$ cat config.mk
export PLATFORM = sky130hd
export DESIGN_NAME = sar_readout_device_flat
export DESIGN_NICKNAME = d
export VERILOG_FILES = /design/src/common/sar_link_pkg.sv /design/src/common/sar_link_if.sv /design/src/logic/edge_sync.sv /design/src/logic/sar_readout_device.sv /design/src/flat_wrapper.sv
export VERILOG_INCLUDE_DIRS = /design/src /design/src/common
export SDC_FILE = /design/constraint.sdc
export NUM_CORES = 1
export LEC_CHECK = 0
export BUFFER_PORTS_ARGS = -buffer_cell sky130_fd_sc_hd__buf_2
export CAP_MARGIN = 15
export CORE_MARGIN = 2
export CORE_UTILIZATION = 55
export CTS_BUF_LIST = sky130_fd_sc_hd__clkbuf_2 sky130_fd_sc_hd__clkbuf_4 sky130_fd_sc_hd__clkbuf_8
export CTS_CLUSTER_DIAMETER = 30
export DETAILED_ROUTE_END_ITERATION = 12
export PLACE_DENSITY = 0.78
export SETUP_SLACK_MARGIN = 0.02
export SYNTH_ARGS = -nofsm -noshare
export SYNTH_HDL_FRONTEND = slang
export SYNTH_SLANG_ARGS = --single-unit
$ cat constraint.sdc
create_clock -name clk -period 2.1 [get_ports clk]
set_input_delay 0.42 -clock clk [delete_from_list [all_inputs] [get_ports clk]]
set_output_delay 0.42 -clock clk [all_outputs]
set_load 0.005 [all_outputs]
$ cat src/common/sar_link_regs.svh
// Timing and field constants shared by both ends of the converter link.
// Assumes a 250 MHz system clock on each end.
`ifndef SAR_LINK_REGS_SVH
`define SAR_LINK_REGS_SVH
`define CLK_PERIOD_NS 4
`define CONV_TIME_NS 800
`define ACQ_TIME_NS 200
`define CONV_CYCLES ((`CONV_TIME_NS + `CLK_PERIOD_NS - 1) / `CLK_PERIOD_NS)
`define ACQ_CYCLES ((`ACQ_TIME_NS + `CLK_PERIOD_NS - 1) / `CLK_PERIOD_NS)
`define WORD_BITS 5'h10
`define LAST_BIT 5'h0F
`define MQUARTER 8'h02
`define MPH_RISE 2'h1
`define MPH_HIGH 2'h2
`define MPH_FALL 2'h3
`define CNV_PULSE 8'h04
`define HSCLK_HALF 8'h10
`define PAR_SETTLE 8'h08
`endif

$ cat src/common/sar_link_pkg.sv
// Types shared by the converter end and the host end.
// Assumes sar_link_regs.svh for the numeric constants.
package sar_link_pkg;
  typedef enum logic [1:0] {
    SPEED_WARP = 2'h0, SPEED_NORMAL = 2'h1, SPEED_IMPULSE = 2'h2
  } speed_type;
  typedef enum logic [1:0] {
    ST_IDLE = 2'h0, ST_CONV = 2'h1, ST_ACQ = 2'h2, ST_MXFER = 2'h3
  } dev_state_type;
  typedef enum logic [1:0] {
    H_IDLE = 2'h0, H_CNV = 2'h1, H_WAIT = 2'h2, H_READ = 2'h3
  } host_state_type;
endpackage : sar_link_pkg

$ cat src/common/sar_link_if.sv
// Pin bundle between the converter readout logic and its host.
// Assumes the bench resolves shared wires from the enables.
`timescale 1ns/10ps
interface sar_link_if;
  logic convert_start_n;
  logic power_down_input;
  logic cs_n;
  logic rd_n;
  logic serial_parallel_select;
  logic byte_order_select;
  logic output_coding_select;
  logic clock_source_select;
  logic read_mode_or_chain_in;
  logic sclk_invert;
  logic sync_invert;
  logic [1:0] speed_mode;
  logic ext_sclk;
  logic [15:0] data_out;
  logic data_oe;
  logic serial_result_out;
  logic serial_oe;
  logic master_sclk;
  logic master_sclk_oe;
  logic sync_out;
  logic sync_oe;
  logic busy;
  logic read_overrun_flag;
  modport device (
    input convert_start_n, power_down_input, cs_n, rd_n, serial_parallel_select,
    input byte_order_select, output_coding_select, clock_source_select,
    input read_mode_or_chain_in, sclk_invert, sync_invert, speed_mode, ext_sclk,
    output data_out, data_oe, serial_result_out, serial_oe, master_sclk,
    output master_sclk_oe, sync_out, sync_oe, busy, read_overrun_flag
  );
  modport host (
    output convert_start_n, power_down_input, cs_n, rd_n, serial_parallel_select,
    output byte_order_select, output_coding_select, clock_source_select,
    output read_mode_or_chain_in, sclk_invert, sync_invert, speed_mode, ext_sclk,
    input data_out, data_oe, serial_result_out, serial_oe, master_sclk,
    input master_sclk_oe, sync_out, sync_oe, busy, read_overrun_flag
  );
endinterface : sar_link_if

$ cat src/logic/edge_sync.sv
// Two-flop synchroniser with edge detection behind the second flop.
// Assumes inputs are asynchronous to clk.
`timescale 1ns/10ps
module edge_sync #(
  parameter int WIDTH = 1
) (
  // Clock and reset
  input wire logic clk,
  input wire logic rst,
  // Asynchronous inputs
  input wire logic [WIDTH-1:0] din,
  // Synchronised level and edges
  output logic [WIDTH-1:0] level,
  output logic [WIDTH-1:0] rise,
  output logic [WIDTH-1:0] fall
);
  logic [WIDTH-1:0] meta_reg;
  logic [WIDTH-1:0] stable_reg;
  logic [WIDTH-1:0] prev_reg;

  always_ff @(posedge clk) begin
    if (rst) begin
      meta_reg <= '0;
      stable_reg <= '0;
      prev_reg <= '0;
    end else begin
      meta_reg <= din;
      stable_reg <= meta_reg;
      prev_reg <= stable_reg;
    end
  end

  assign level = stable_reg;
  assign rise = stable_reg & ~prev_reg;
  assign fall = ~stable_reg & prev_reg;
endmodule : edge_sync

$ cat src/logic/sar_readout_device.sv
// Conversion control and result readout of the converter end.
// Assumes all link inputs are asynchronous and the core result is stable
// at the end of each conversion.
`timescale 1ns/10ps
`include "sar_link_regs.svh"
module sar_readout_device (
  // Clock and reset
  input wire logic clk,
  input wire logic rst,
  // Pins toward the host
  sar_link_if.device link,
  // Converter core
  input wire logic [15:0] sample_value,
  output logic low_power_idle
);
  logic [13:0] pin_lvl;
  logic [13:0] pin_rise;
  logic [13:0] pin_fall;
  logic cnv_n, cnv_fall, cs_n, rd_n, sclk_lvl, sclk_rise, sclk_fall;
  logic ser, swap, straight, ext_src, rd_during, sclk_inv, sync_inv, pd;
  logic impulse, sel, master, repeat_ok, master_after, conv_start, conv_end;
  logic s_active, ret_edge, m_start, m_done;
  sar_link_pkg::dev_state_type state_reg, state_next;
  logic [7:0] timer_reg;
  logic [15:0] result_reg;
  logic have_result_reg;
  logic [15:0] s_shift_reg;
  logic [4:0] s_cnt_reg;
  logic s_idle_reg, s_dur_reg;
  logic m_active_reg;
  logic [1:0] m_phase_reg;
  logic [7:0] m_div_reg;
  logic [4:0] m_cnt_reg;
  logic [15:0] m_shift_reg;

  function automatic logic [15:0] code_result(input logic [15:0] raw, input logic bin);
    code_result = bin ? raw : {~raw[15], raw[14:0]};
  endfunction : code_result

  edge_sync #(.WIDTH(14)) pin_sync (
    .clk(clk),
    .rst(rst),
    .din({link.convert_start_n, link.cs_n, link.rd_n, link.ext_sclk,
          link.serial_parallel_select, link.byte_order_select,
          link.output_coding_select, link.clock_source_select,
          link.read_mode_or_chain_in, link.sclk_invert, link.sync_invert,
          link.speed_mode, link.power_down_input}),
    .level(pin_lvl),
    .rise(pin_rise),
    .fall(pin_fall)
  );

  assign cnv_n = pin_lvl[13];
  assign cnv_fall = pin_fall[13];
  assign cs_n = pin_lvl[12];
  assign rd_n = pin_lvl[11];
  assign sclk_lvl = pin_lvl[10];
  assign sclk_rise = pin_rise[10];
  assign sclk_fall = pin_fall[10];
  assign ser = pin_lvl[9];
  assign swap = pin_lvl[8];
  assign straight = pin_lvl[7];
  assign ext_src = pin_lvl[6];
  assign rd_during = pin_lvl[5];
  assign sclk_inv = pin_lvl[4];
  assign sync_inv = pin_lvl[3];
  assign pd = pin_lvl[0];
  assign impulse = (pin_lvl[2:1] == sar_link_pkg::SPEED_IMPULSE);

  assign sel = !cs_n && !rd_n;
  assign master = ser && !ext_src;
  assign repeat_ok = impulse && !cnv_n;
  assign master_after = master && !rd_during;

  // Conversion sequencer; start pin is read without regard to select or read
  always_comb begin
    state_next = state_reg;
    case (state_reg)
      sar_link_pkg::ST_IDLE: begin
        if (cnv_fall && !pd) state_next = sar_link_pkg::ST_CONV;
      end
      sar_link_pkg::ST_CONV: begin
        // Neither start nor power-down can cut this short
        if (timer_reg == 8'h00) begin
          if (master_after) state_next = sar_link_pkg::ST_MXFER;
          else if (repeat_ok) state_next = sar_link_pkg::ST_ACQ;
          else state_next = sar_link_pkg::ST_IDLE;
        end
      end
      sar_link_pkg::ST_ACQ: begin
        if (!repeat_ok) state_next = sar_link_pkg::ST_IDLE;
        else if (timer_reg == 8'h00) state_next = sar_link_pkg::ST_CONV;
      end
      sar_link_pkg::ST_MXFER: begin
        if (m_done || !m_active_reg) begin
          state_next = repeat_ok ? sar_link_pkg::ST_ACQ : sar_link_pkg::ST_IDLE;
        end
      end
      default: state_next = sar_link_pkg::ST_IDLE;
    endcase
  end

  assign conv_start = (state_next == sar_link_pkg::ST_CONV) && (state_reg != sar_link_pkg::ST_CONV);
  assign conv_end = (state_reg == sar_link_pkg::ST_CONV) && (state_next != sar_link_pkg::ST_CONV);

  always_ff @(posedge clk) begin
    if (rst) state_reg <= sar_link_pkg::ST_IDLE;
    else state_reg <= state_next;
  end

  always_ff @(posedge clk) begin
    if (rst) begin
      timer_reg <= 8'h00;
    end else if (conv_start) begin
      timer_reg <= 8'(`CONV_CYCLES - 1);
    end else if (state_next == sar_link_pkg::ST_ACQ && state_reg != sar_link_pkg::ST_ACQ) begin
      timer_reg <= 8'(`ACQ_CYCLES - 1);
    end else if (timer_reg != 8'h00) begin
      timer_reg <= timer_reg - 8'h01;
    end
  end

  // Result stays put through the next conversion so it can be read then
  always_ff @(posedge clk) begin
    if (rst) begin
      result_reg <= 16'h0000;
      have_result_reg <= 1'b0;
    end else if (conv_end) begin
      result_reg <= code_result(sample_value, straight);
      have_result_reg <= 1'b1;
    end
  end

  // Slave shifter: advances on the edge that returns the clock to its idle
  // level, so each bit spans a whole pulse. A free-running clock gives an
  // arbitrary idle level, so the first pulse after select may be partial.
  assign s_active = sel && ser && ext_src;
  assign ret_edge = s_idle_reg ? sclk_rise : sclk_fall;

  always_ff @(posedge clk) begin
    if (rst) begin
      s_shift_reg <= 16'h0000;
      s_cnt_reg <= 5'h00;
      s_idle_reg <= 1'b0;
      s_dur_reg <= 1'b0;
    end else if (!s_active) begin
      s_shift_reg <= result_reg;
      s_cnt_reg <= 5'h00;
      s_idle_reg <= sclk_lvl;
      s_dur_reg <= 1'b0;
    end else if (ret_edge && s_cnt_reg != `WORD_BITS) begin
      s_shift_reg <= {s_shift_reg[14:0], 1'b0};
      s_cnt_reg <= s_cnt_reg + 5'h01;
      if (s_cnt_reg == 5'h00 && state_reg == sar_link_pkg::ST_CONV) s_dur_reg <= 1'b1;
    end
  end

  always_ff @(posedge clk) begin
    if (rst) link.read_overrun_flag <= 1'b0;
    else link.read_overrun_flag <= conv_end && s_active && s_dur_reg && s_cnt_reg != `WORD_BITS;
  end

  // Master shifter: four phases per bit, data moves before the rise and
  // holds past the fall, so both edges land mid-bit.
  assign m_start = master && !m_active_reg &&
                   (rd_during ? (conv_start && have_result_reg) : conv_end);
  assign m_done = m_active_reg && m_div_reg == 8'h00 && m_phase_reg == `MPH_FALL &&
                  m_cnt_reg == `LAST_BIT;

  always_ff @(posedge clk) begin
    if (rst) begin
      m_active_reg <= 1'b0;
      m_phase_reg <= 2'h0;
      m_div_reg <= 8'h00;
      m_cnt_reg <= 5'h00;
      m_shift_reg <= 16'h0000;
    end else if (m_start) begin
      m_active_reg <= 1'b1;
      m_phase_reg <= 2'h0;
      m_div_reg <= `MQUARTER - 8'h01;
      m_cnt_reg <= 5'h00;
      m_shift_reg <= rd_during ? result_reg : code_result(sample_value, straight);
    end else if (m_active_reg) begin
      if (m_div_reg != 8'h00) begin
        m_div_reg <= m_div_reg - 8'h01;
      end else begin
        m_div_reg <= `MQUARTER - 8'h01;
        m_phase_reg <= m_phase_reg + 2'h1;
        if (m_phase_reg == `MPH_FALL) begin
          m_shift_reg <= {m_shift_reg[14:0], 1'b0};
          m_cnt_reg <= m_cnt_reg + 5'h01;
          if (m_cnt_reg == `LAST_BIT) m_active_reg <= 1'b0;
        end
      end
    end
  end

  // Pin drivers; every enable needs both select and read low
  always_ff @(posedge clk) begin
    if (rst) begin
      link.data_oe <= 1'b0;
      link.data_out <= 16'h0000;
      link.serial_oe <= 1'b0;
      link.serial_result_out <= 1'b0;
    end else begin
      link.data_oe <= sel && !ser;
      link.data_out <= swap ? {result_reg[7:0], result_reg[15:8]} : result_reg;
      link.serial_oe <= sel && ser;
      link.serial_result_out <= ext_src ? s_shift_reg[15] : m_shift_reg[15];
    end
  end

  always_ff @(posedge clk) begin
    if (rst) begin
      link.master_sclk_oe <= 1'b0;
      link.master_sclk <= 1'b0;
      link.sync_oe <= 1'b0;
      link.sync_out <= 1'b0;
    end else begin
      link.master_sclk_oe <= sel && master;
      link.master_sclk <= (m_active_reg && (m_phase_reg == `MPH_RISE ||
                           m_phase_reg == `MPH_HIGH)) ^ sclk_inv;
      link.sync_oe <= sel && master;
      link.sync_out <= m_active_reg ^ sync_inv;
    end
  end

  always_ff @(posedge clk) begin
    if (rst) begin
      link.busy <= 1'b0;
      low_power_idle <= 1'b0;
    end else begin
      link.busy <= state_next == sar_link_pkg::ST_CONV ||
                   state_next == sar_link_pkg::ST_MXFER;
      low_power_idle <= (impulse && state_next != sar_link_pkg::ST_CONV) ||
                        (pd && state_next == sar_link_pkg::ST_IDLE);
    end
  end
endmodule : sar_readout_device

$ cat src/flat_wrapper.sv
// flat-port wrapper written by rule: the top's interface ports become plain ports
module sar_readout_device_flat 
  (clk, rst, sample_value, low_power_idle, link_convert_start_n, link_power_down_input, link_cs_n, link_rd_n, link_serial_parallel_select, link_byte_order_select, link_output_coding_select, link_clock_source_select, link_read_mode_or_chain_in, link_sclk_invert, link_sync_invert, link_speed_mode, link_ext_sclk, link_data_out, link_data_oe, link_serial_result_out, link_serial_oe, link_master_sclk, link_master_sclk_oe, link_sync_out, link_sync_oe, link_busy, link_read_overrun_flag);
  sar_link_if link_i ();
  input wire logic clk;
  input wire logic rst;
  input wire logic [15:0] sample_value;
  output logic low_power_idle;
  input wire logic [$bits(link_i.convert_start_n)-1:0] link_convert_start_n;
  input wire logic [$bits(link_i.power_down_input)-1:0] link_power_down_input;
  input wire logic [$bits(link_i.cs_n)-1:0] link_cs_n;
  input wire logic [$bits(link_i.rd_n)-1:0] link_rd_n;
  input wire logic [$bits(link_i.serial_parallel_select)-1:0] link_serial_parallel_select;
  input wire logic [$bits(link_i.byte_order_select)-1:0] link_byte_order_select;
  input wire logic [$bits(link_i.output_coding_select)-1:0] link_output_coding_select;
  input wire logic [$bits(link_i.clock_source_select)-1:0] link_clock_source_select;
  input wire logic [$bits(link_i.read_mode_or_chain_in)-1:0] link_read_mode_or_chain_in;
  input wire logic [$bits(link_i.sclk_invert)-1:0] link_sclk_invert;
  input wire logic [$bits(link_i.sync_invert)-1:0] link_sync_invert;
  input wire logic [$bits(link_i.speed_mode)-1:0] link_speed_mode;
  input wire logic [$bits(link_i.ext_sclk)-1:0] link_ext_sclk;
  output wire logic [$bits(link_i.data_out)-1:0] link_data_out;
  output wire logic [$bits(link_i.data_oe)-1:0] link_data_oe;
  output wire logic [$bits(link_i.serial_result_out)-1:0] link_serial_result_out;
  output wire logic [$bits(link_i.serial_oe)-1:0] link_serial_oe;
  output wire logic [$bits(link_i.master_sclk)-1:0] link_master_sclk;
  output wire logic [$bits(link_i.master_sclk_oe)-1:0] link_master_sclk_oe;
  output wire logic [$bits(link_i.sync_out)-1:0] link_sync_out;
  output wire logic [$bits(link_i.sync_oe)-1:0] link_sync_oe;
  output wire logic [$bits(link_i.busy)-1:0] link_busy;
  output wire logic [$bits(link_i.read_overrun_flag)-1:0] link_read_overrun_flag;
  assign link_i.convert_start_n = link_convert_start_n;
  assign link_i.power_down_input = link_power_down_input;
  assign link_i.cs_n = link_cs_n;
  assign link_i.rd_n = link_rd_n;
  assign link_i.serial_parallel_select = link_serial_parallel_select;
  assign link_i.byte_order_select = link_byte_order_select;
  assign link_i.output_coding_select = link_output_coding_select;
  assign link_i.clock_source_select = link_clock_source_select;
  assign link_i.read_mode_or_chain_in = link_read_mode_or_chain_in;
  assign link_i.sclk_invert = link_sclk_invert;
  assign link_i.sync_invert = link_sync_invert;
  assign link_i.speed_mode = link_speed_mode;
  assign link_i.ext_sclk = link_ext_sclk;
  assign link_data_out = link_i.data_out;
  assign link_data_oe = link_i.data_oe;
  assign link_serial_result_out = link_i.serial_result_out;
  assign link_serial_oe = link_i.serial_oe;
  assign link_master_sclk = link_i.master_sclk;
  assign link_master_sclk_oe = link_i.master_sclk_oe;
  assign link_sync_out = link_i.sync_out;
  assign link_sync_oe = link_i.sync_oe;
  assign link_busy = link_i.busy;
  assign link_read_overrun_flag = link_i.read_overrun_flag;
  sar_readout_device u_core (.clk(clk), .rst(rst), .link(link_i), .sample_value(sample_value), .low_power_idle(low_power_idle));
endmodule
==> flow_summary.rst <==
.. list-table::
   :header-rows: 1

   * - Metric
     - Value
   * - Cells after DPL
     - 774
   * - Number of nets in the finished design
     - 698
   * - WS Path Type
     - reg2reg
   * - Crit path capture type
     - flop
   * - Relative contribution of the clock network to total power
     - 0.386
   * - Number of synthesized flops with an enable pin
     - 0
   * - Buffers & Inverters on Critical Path
     - 1
   * - Cell type with the largest total area after synthesis
     - dfxtp_1
   * - Maximum Capacitance Violations
     - 0
   * - Pin count of the biggest net entering global routing
     - 35
   * - Async S/R FF share, synth
     - 0
   * - Clock sink total
     - 137
   * - Drt first pass iters
     - 4
   * - Initial core utilization
     - 0.5611
   * - Static power due to leakage
     - 0.002763 uW
   * - Total Wirelength
     - 12,750 um
   * - Final RePlAce weighted congestion
     - 0.8873
   * - Part of the cycle the worst path needs
     - 1.024
   * - Violated checks
     - negative setup slack
   * - Final setup violation count
     - 15
   * - Ratio of total power to cell area
     - 878.2 nW/um2
   * - Worst path cell trace
     - nor3_1 -> o2111ai_2 -> a2111oi_4 -> buf_4 -> nor2_4 -> mux2_2
   * - Avg WL per Cell
     - 15.80 um
   * - Relative max-transition margin
     - 0.6949
   * - Largest buffer count on any clock path
     - 2
   * - Cell type of the slowest stage on the worst timing path
     - a2111oi_4
   * - Placement Setup Slack
     - -31.44 ps
   * - DRT antenna net count
     - 0
   * - Vias per cell
     - 5.517
   * - CP delay by family, top
     - compound AO/OA/AOI/OAI gates
   * - Final hold violation count
     - 0
   * - DP HPWL
     - 8535 um
   * - Peak clock frequency supported by timing
     - 465.2 MHz
   * - Area of the core
     - 10,180 um2
   * - Net Count, Synth
     - 627
   * - Setup ws final
     - -49.65 ps
   * - Number of buffers inserted for hold repair after clock tree synthesis
     - 0
   * - Area fraction of the dominant cell type after synthesis
     - 0.4800
   * - Combined global-route utilization of all metal layers
     - 0.2380
   * - Status
     - complete, but fails checks
   * - Net switching fraction of the power
     - 0.2591
   * - Worst IR drop on VDD
     - 499.2 uV
   * - Die Height
     - 105.9 um
   * - Arrival @ worst endpoint
     - 2480 ps
   * - RSZ-0062 raised after global routing
     - true
   * - CP Data Required Time
     - 2430 ps
   * - Post-synth top flop
     - dfxtp_1
   * - Clock period minus worst slack
     - 2150 ps
   * - Switching power
     - 1557 uW
   * - Proportion of layout cells with a drive suffix above 1
     - 0.2578
   * - Die width
     - 105.9 um
   * - First-pass GRT wire length
     - 21,060 um
   * - Cell with the most instances after synthesis
     - dfxtp_1
   * - Sequential cell area fraction in the yosys report
     - 0.4800
   * - Delay of the slowest cell on the worst path
     - 500 ps
   * - Number of synthesized register bits
     - 137
   * - Netlist Area Pre-Place
     - 5714 um2
   * - Number of DRC markers after the initial detailed-route iteration
     - 216
   * - Global route overflow
     - 0
   * - Critical-path maximum fanout
     - 5
   * - Area contributors post-synth
     - dfxtp_1 (48%), mux2i_1 (9.5%), nor2_1 (3.8%)
   * - Number of ports placed on the die boundary
     - 58
   * - Sequential share of power
     - 0.466
   * - Final Instance Count excl. Fillers
     - 807
   * - Kind of start point of the critical path
     - flop
   * - Cell types with the highest counts after synthesis
     - dfxtp_1 (137), nor2_1 (58), nand2_1 (55)
   * - Combinational Power Share
     - 0.149
   * - Growth of design area from synthesis to finish
     - 19.73%
   * - Number of buffers created by CTS
     - 17
   * - Synth Warn #
     - 0
   * - Placement row count
     - 37
   * - Filler Cell Count
     - 777
   * - Final number of max-transition violations
     - 0
   * - Post-Syn Area per Cell
     - 9.735 um2
   * - Diode insertion count for antenna repair
     - 0
   * - Depth of the CTS H-tree
     - 4
   * - Setup TNS
     - -211.0 ps
   * - Number of library cell types mapped by synthesis
     - 50
   * - Clock skew after layout
     - 13.21 ps
   * - Antenna violations before repair
     - 0
   * - Root buffer cell
     - clkbuf_8
   * - Actual slew at the worst max-slew pin
     - 451.5 ps
   * - Worst min path class
     - in2reg
   * - Clock-pin transition on the worst setup and hold timing paths
     - 80 ps
   * - Port Buffers
     - 57
   * - Worst-skew pair later-pin latency
     - 450 ps
   * - Gate count after technology mapping
     - 587
   * - CTS tree
     - yes
   * - Via Count
     - 4,452
   * - Fraction of the core area covered by cells at the end of the flow
     - 0.6717
   * - Via count of the first global-routing pass
     - 4,451
   * - Die ar.
     - 11,220 um2
   * - Internal power
     - 4452 uW
   * - Post-detailed-route DRC marker count
     - 0
[per-layer routing]
metal	up-vias	GRT usage	wire length, um
li1	2179	-	-
met1	2120	0.2915	5535
met2	126	0.3949	6302
met3	27	0.06376	646
met4	0	0.1034	265
met5	-	0	0
[cell usage in the layout, fill, tap and decap left out, types with 17 or more instances in the layout]
| cell type | synthesis | final |
|---|---|---|
| mux2i_1 | 54 | 54 |
| buf_4 | 1 | 30 |
| o21ai_0 | 21 | 21 |
| mux2_2 | 18 | 18 |
| dfxtp_1 | 137 | 135 |
| buf_2 | 6 | 56 |
| clkbuf_8 | 0 | 21 |
| a211oi_1 | 18 | 17 |
| nor2_1 | 58 | 57 |
| nand2_1 | 55 | 55 |
| a21oi_1 | 29 | 26 |
| nor2b_1 | 34 | 34 |
[worst paths after layout]
| path | start | end | slack [ps] | cells past startpoint |
|---|---|---|---|---|
| setup reg to reg | u_core.timer_reg[6]$_SDFFE_PP0P_ | u_core.m_shift_reg[0]$_SDFFE_PP0P_ | -50 | 6 |
| hold / removal | link_convert_start_n | u_core.pin_sync.meta_reg[13]$_SDFF_PP0_ | 180 | 2 |
| setup / recovery | u_core.timer_reg[6]$_SDFFE_PP0P_ | u_core.m_shift_reg[0]$_SDFFE_PP0P_ | -50 | 6 |
| hold reg to reg | u_core.pin_sync.meta_reg[9]$_SDFF_PP0_ | u_core.pin_sync.level[9]$_SDFF_PP0_ | 440 | 1 |
[power by group through the flow]
| stage | sequential (uW) | clock, uW | combinational [uW] |
|---|---|---|---|
| 6_report | 2800 | 2320 | 893 |
| 5_1_grt | 2810 | 2450 | 989 |
| 4_1_cts | 2790 | 2340 | 843 |
| 3_5_place_dp | 2850 | 0 | 833 |
| 3_3_place_gp | 2840 | 0 | 812 |
| 2_1_floorplan | 2840 | 0 | 570 |
[per-stage QoR]
stage / area, um2 / hold slack [ps] / power (uW)
after floorplan: 5761 / 413.8 / 3407
final: 6842 / 175.9 / 6009
after detailed placement: 6316 / 425.0 / 3680
after global routing: 6842 / 176.1 / 6251
after CTS: 6787 / 155.3 / 5976
after global placement: 6316 / 418.3 / 3652
[what timing repair did]
action,in CTS,in global routing
setup endpoints to repair,16,39
pin swaps,1,3
hold endpoints to repair,0,0
resized for setup,3,10
buffers inserted,0,0
gates cloned,1,0
[cell type report]
| cell class | count | area [um2] | area share |
|---|---|---|---|
| Inverter | 9 | 33.78 | 0.004938 |
| Clock buffer | 22 | 296.5 | 0.04334 |
| Multi-Input combinational cell | 403 | 2861 | 0.4183 |
| Clock inverter | 10 | 141.4 | 0.02067 |
| Tap cell | 136 | 170.2 | 0.02487 |
| Sequential cell | 137 | 2745 | 0.4012 |
| Timing Repair Buffer | 90 | 593.1 | 0.08669 |
[logic make-up (layout without fill, tap and decap cells)]
kind of cell / count (synthesis) / in the layout / synth area share
simple gates: 211 / 211 / 0.1925
flops: 137 / 137 / 0.4800
compound gates: 94 / 94 / 0.1156
mux: 72 / 72 / 0.1301
buf+inv: 47 / 131 / 0.03679
xor+xnor: 18 / 18 / 0.02759
fa+ha+maj: 8 / 8 / 0.01752
(Power assumes the default switching activity.)
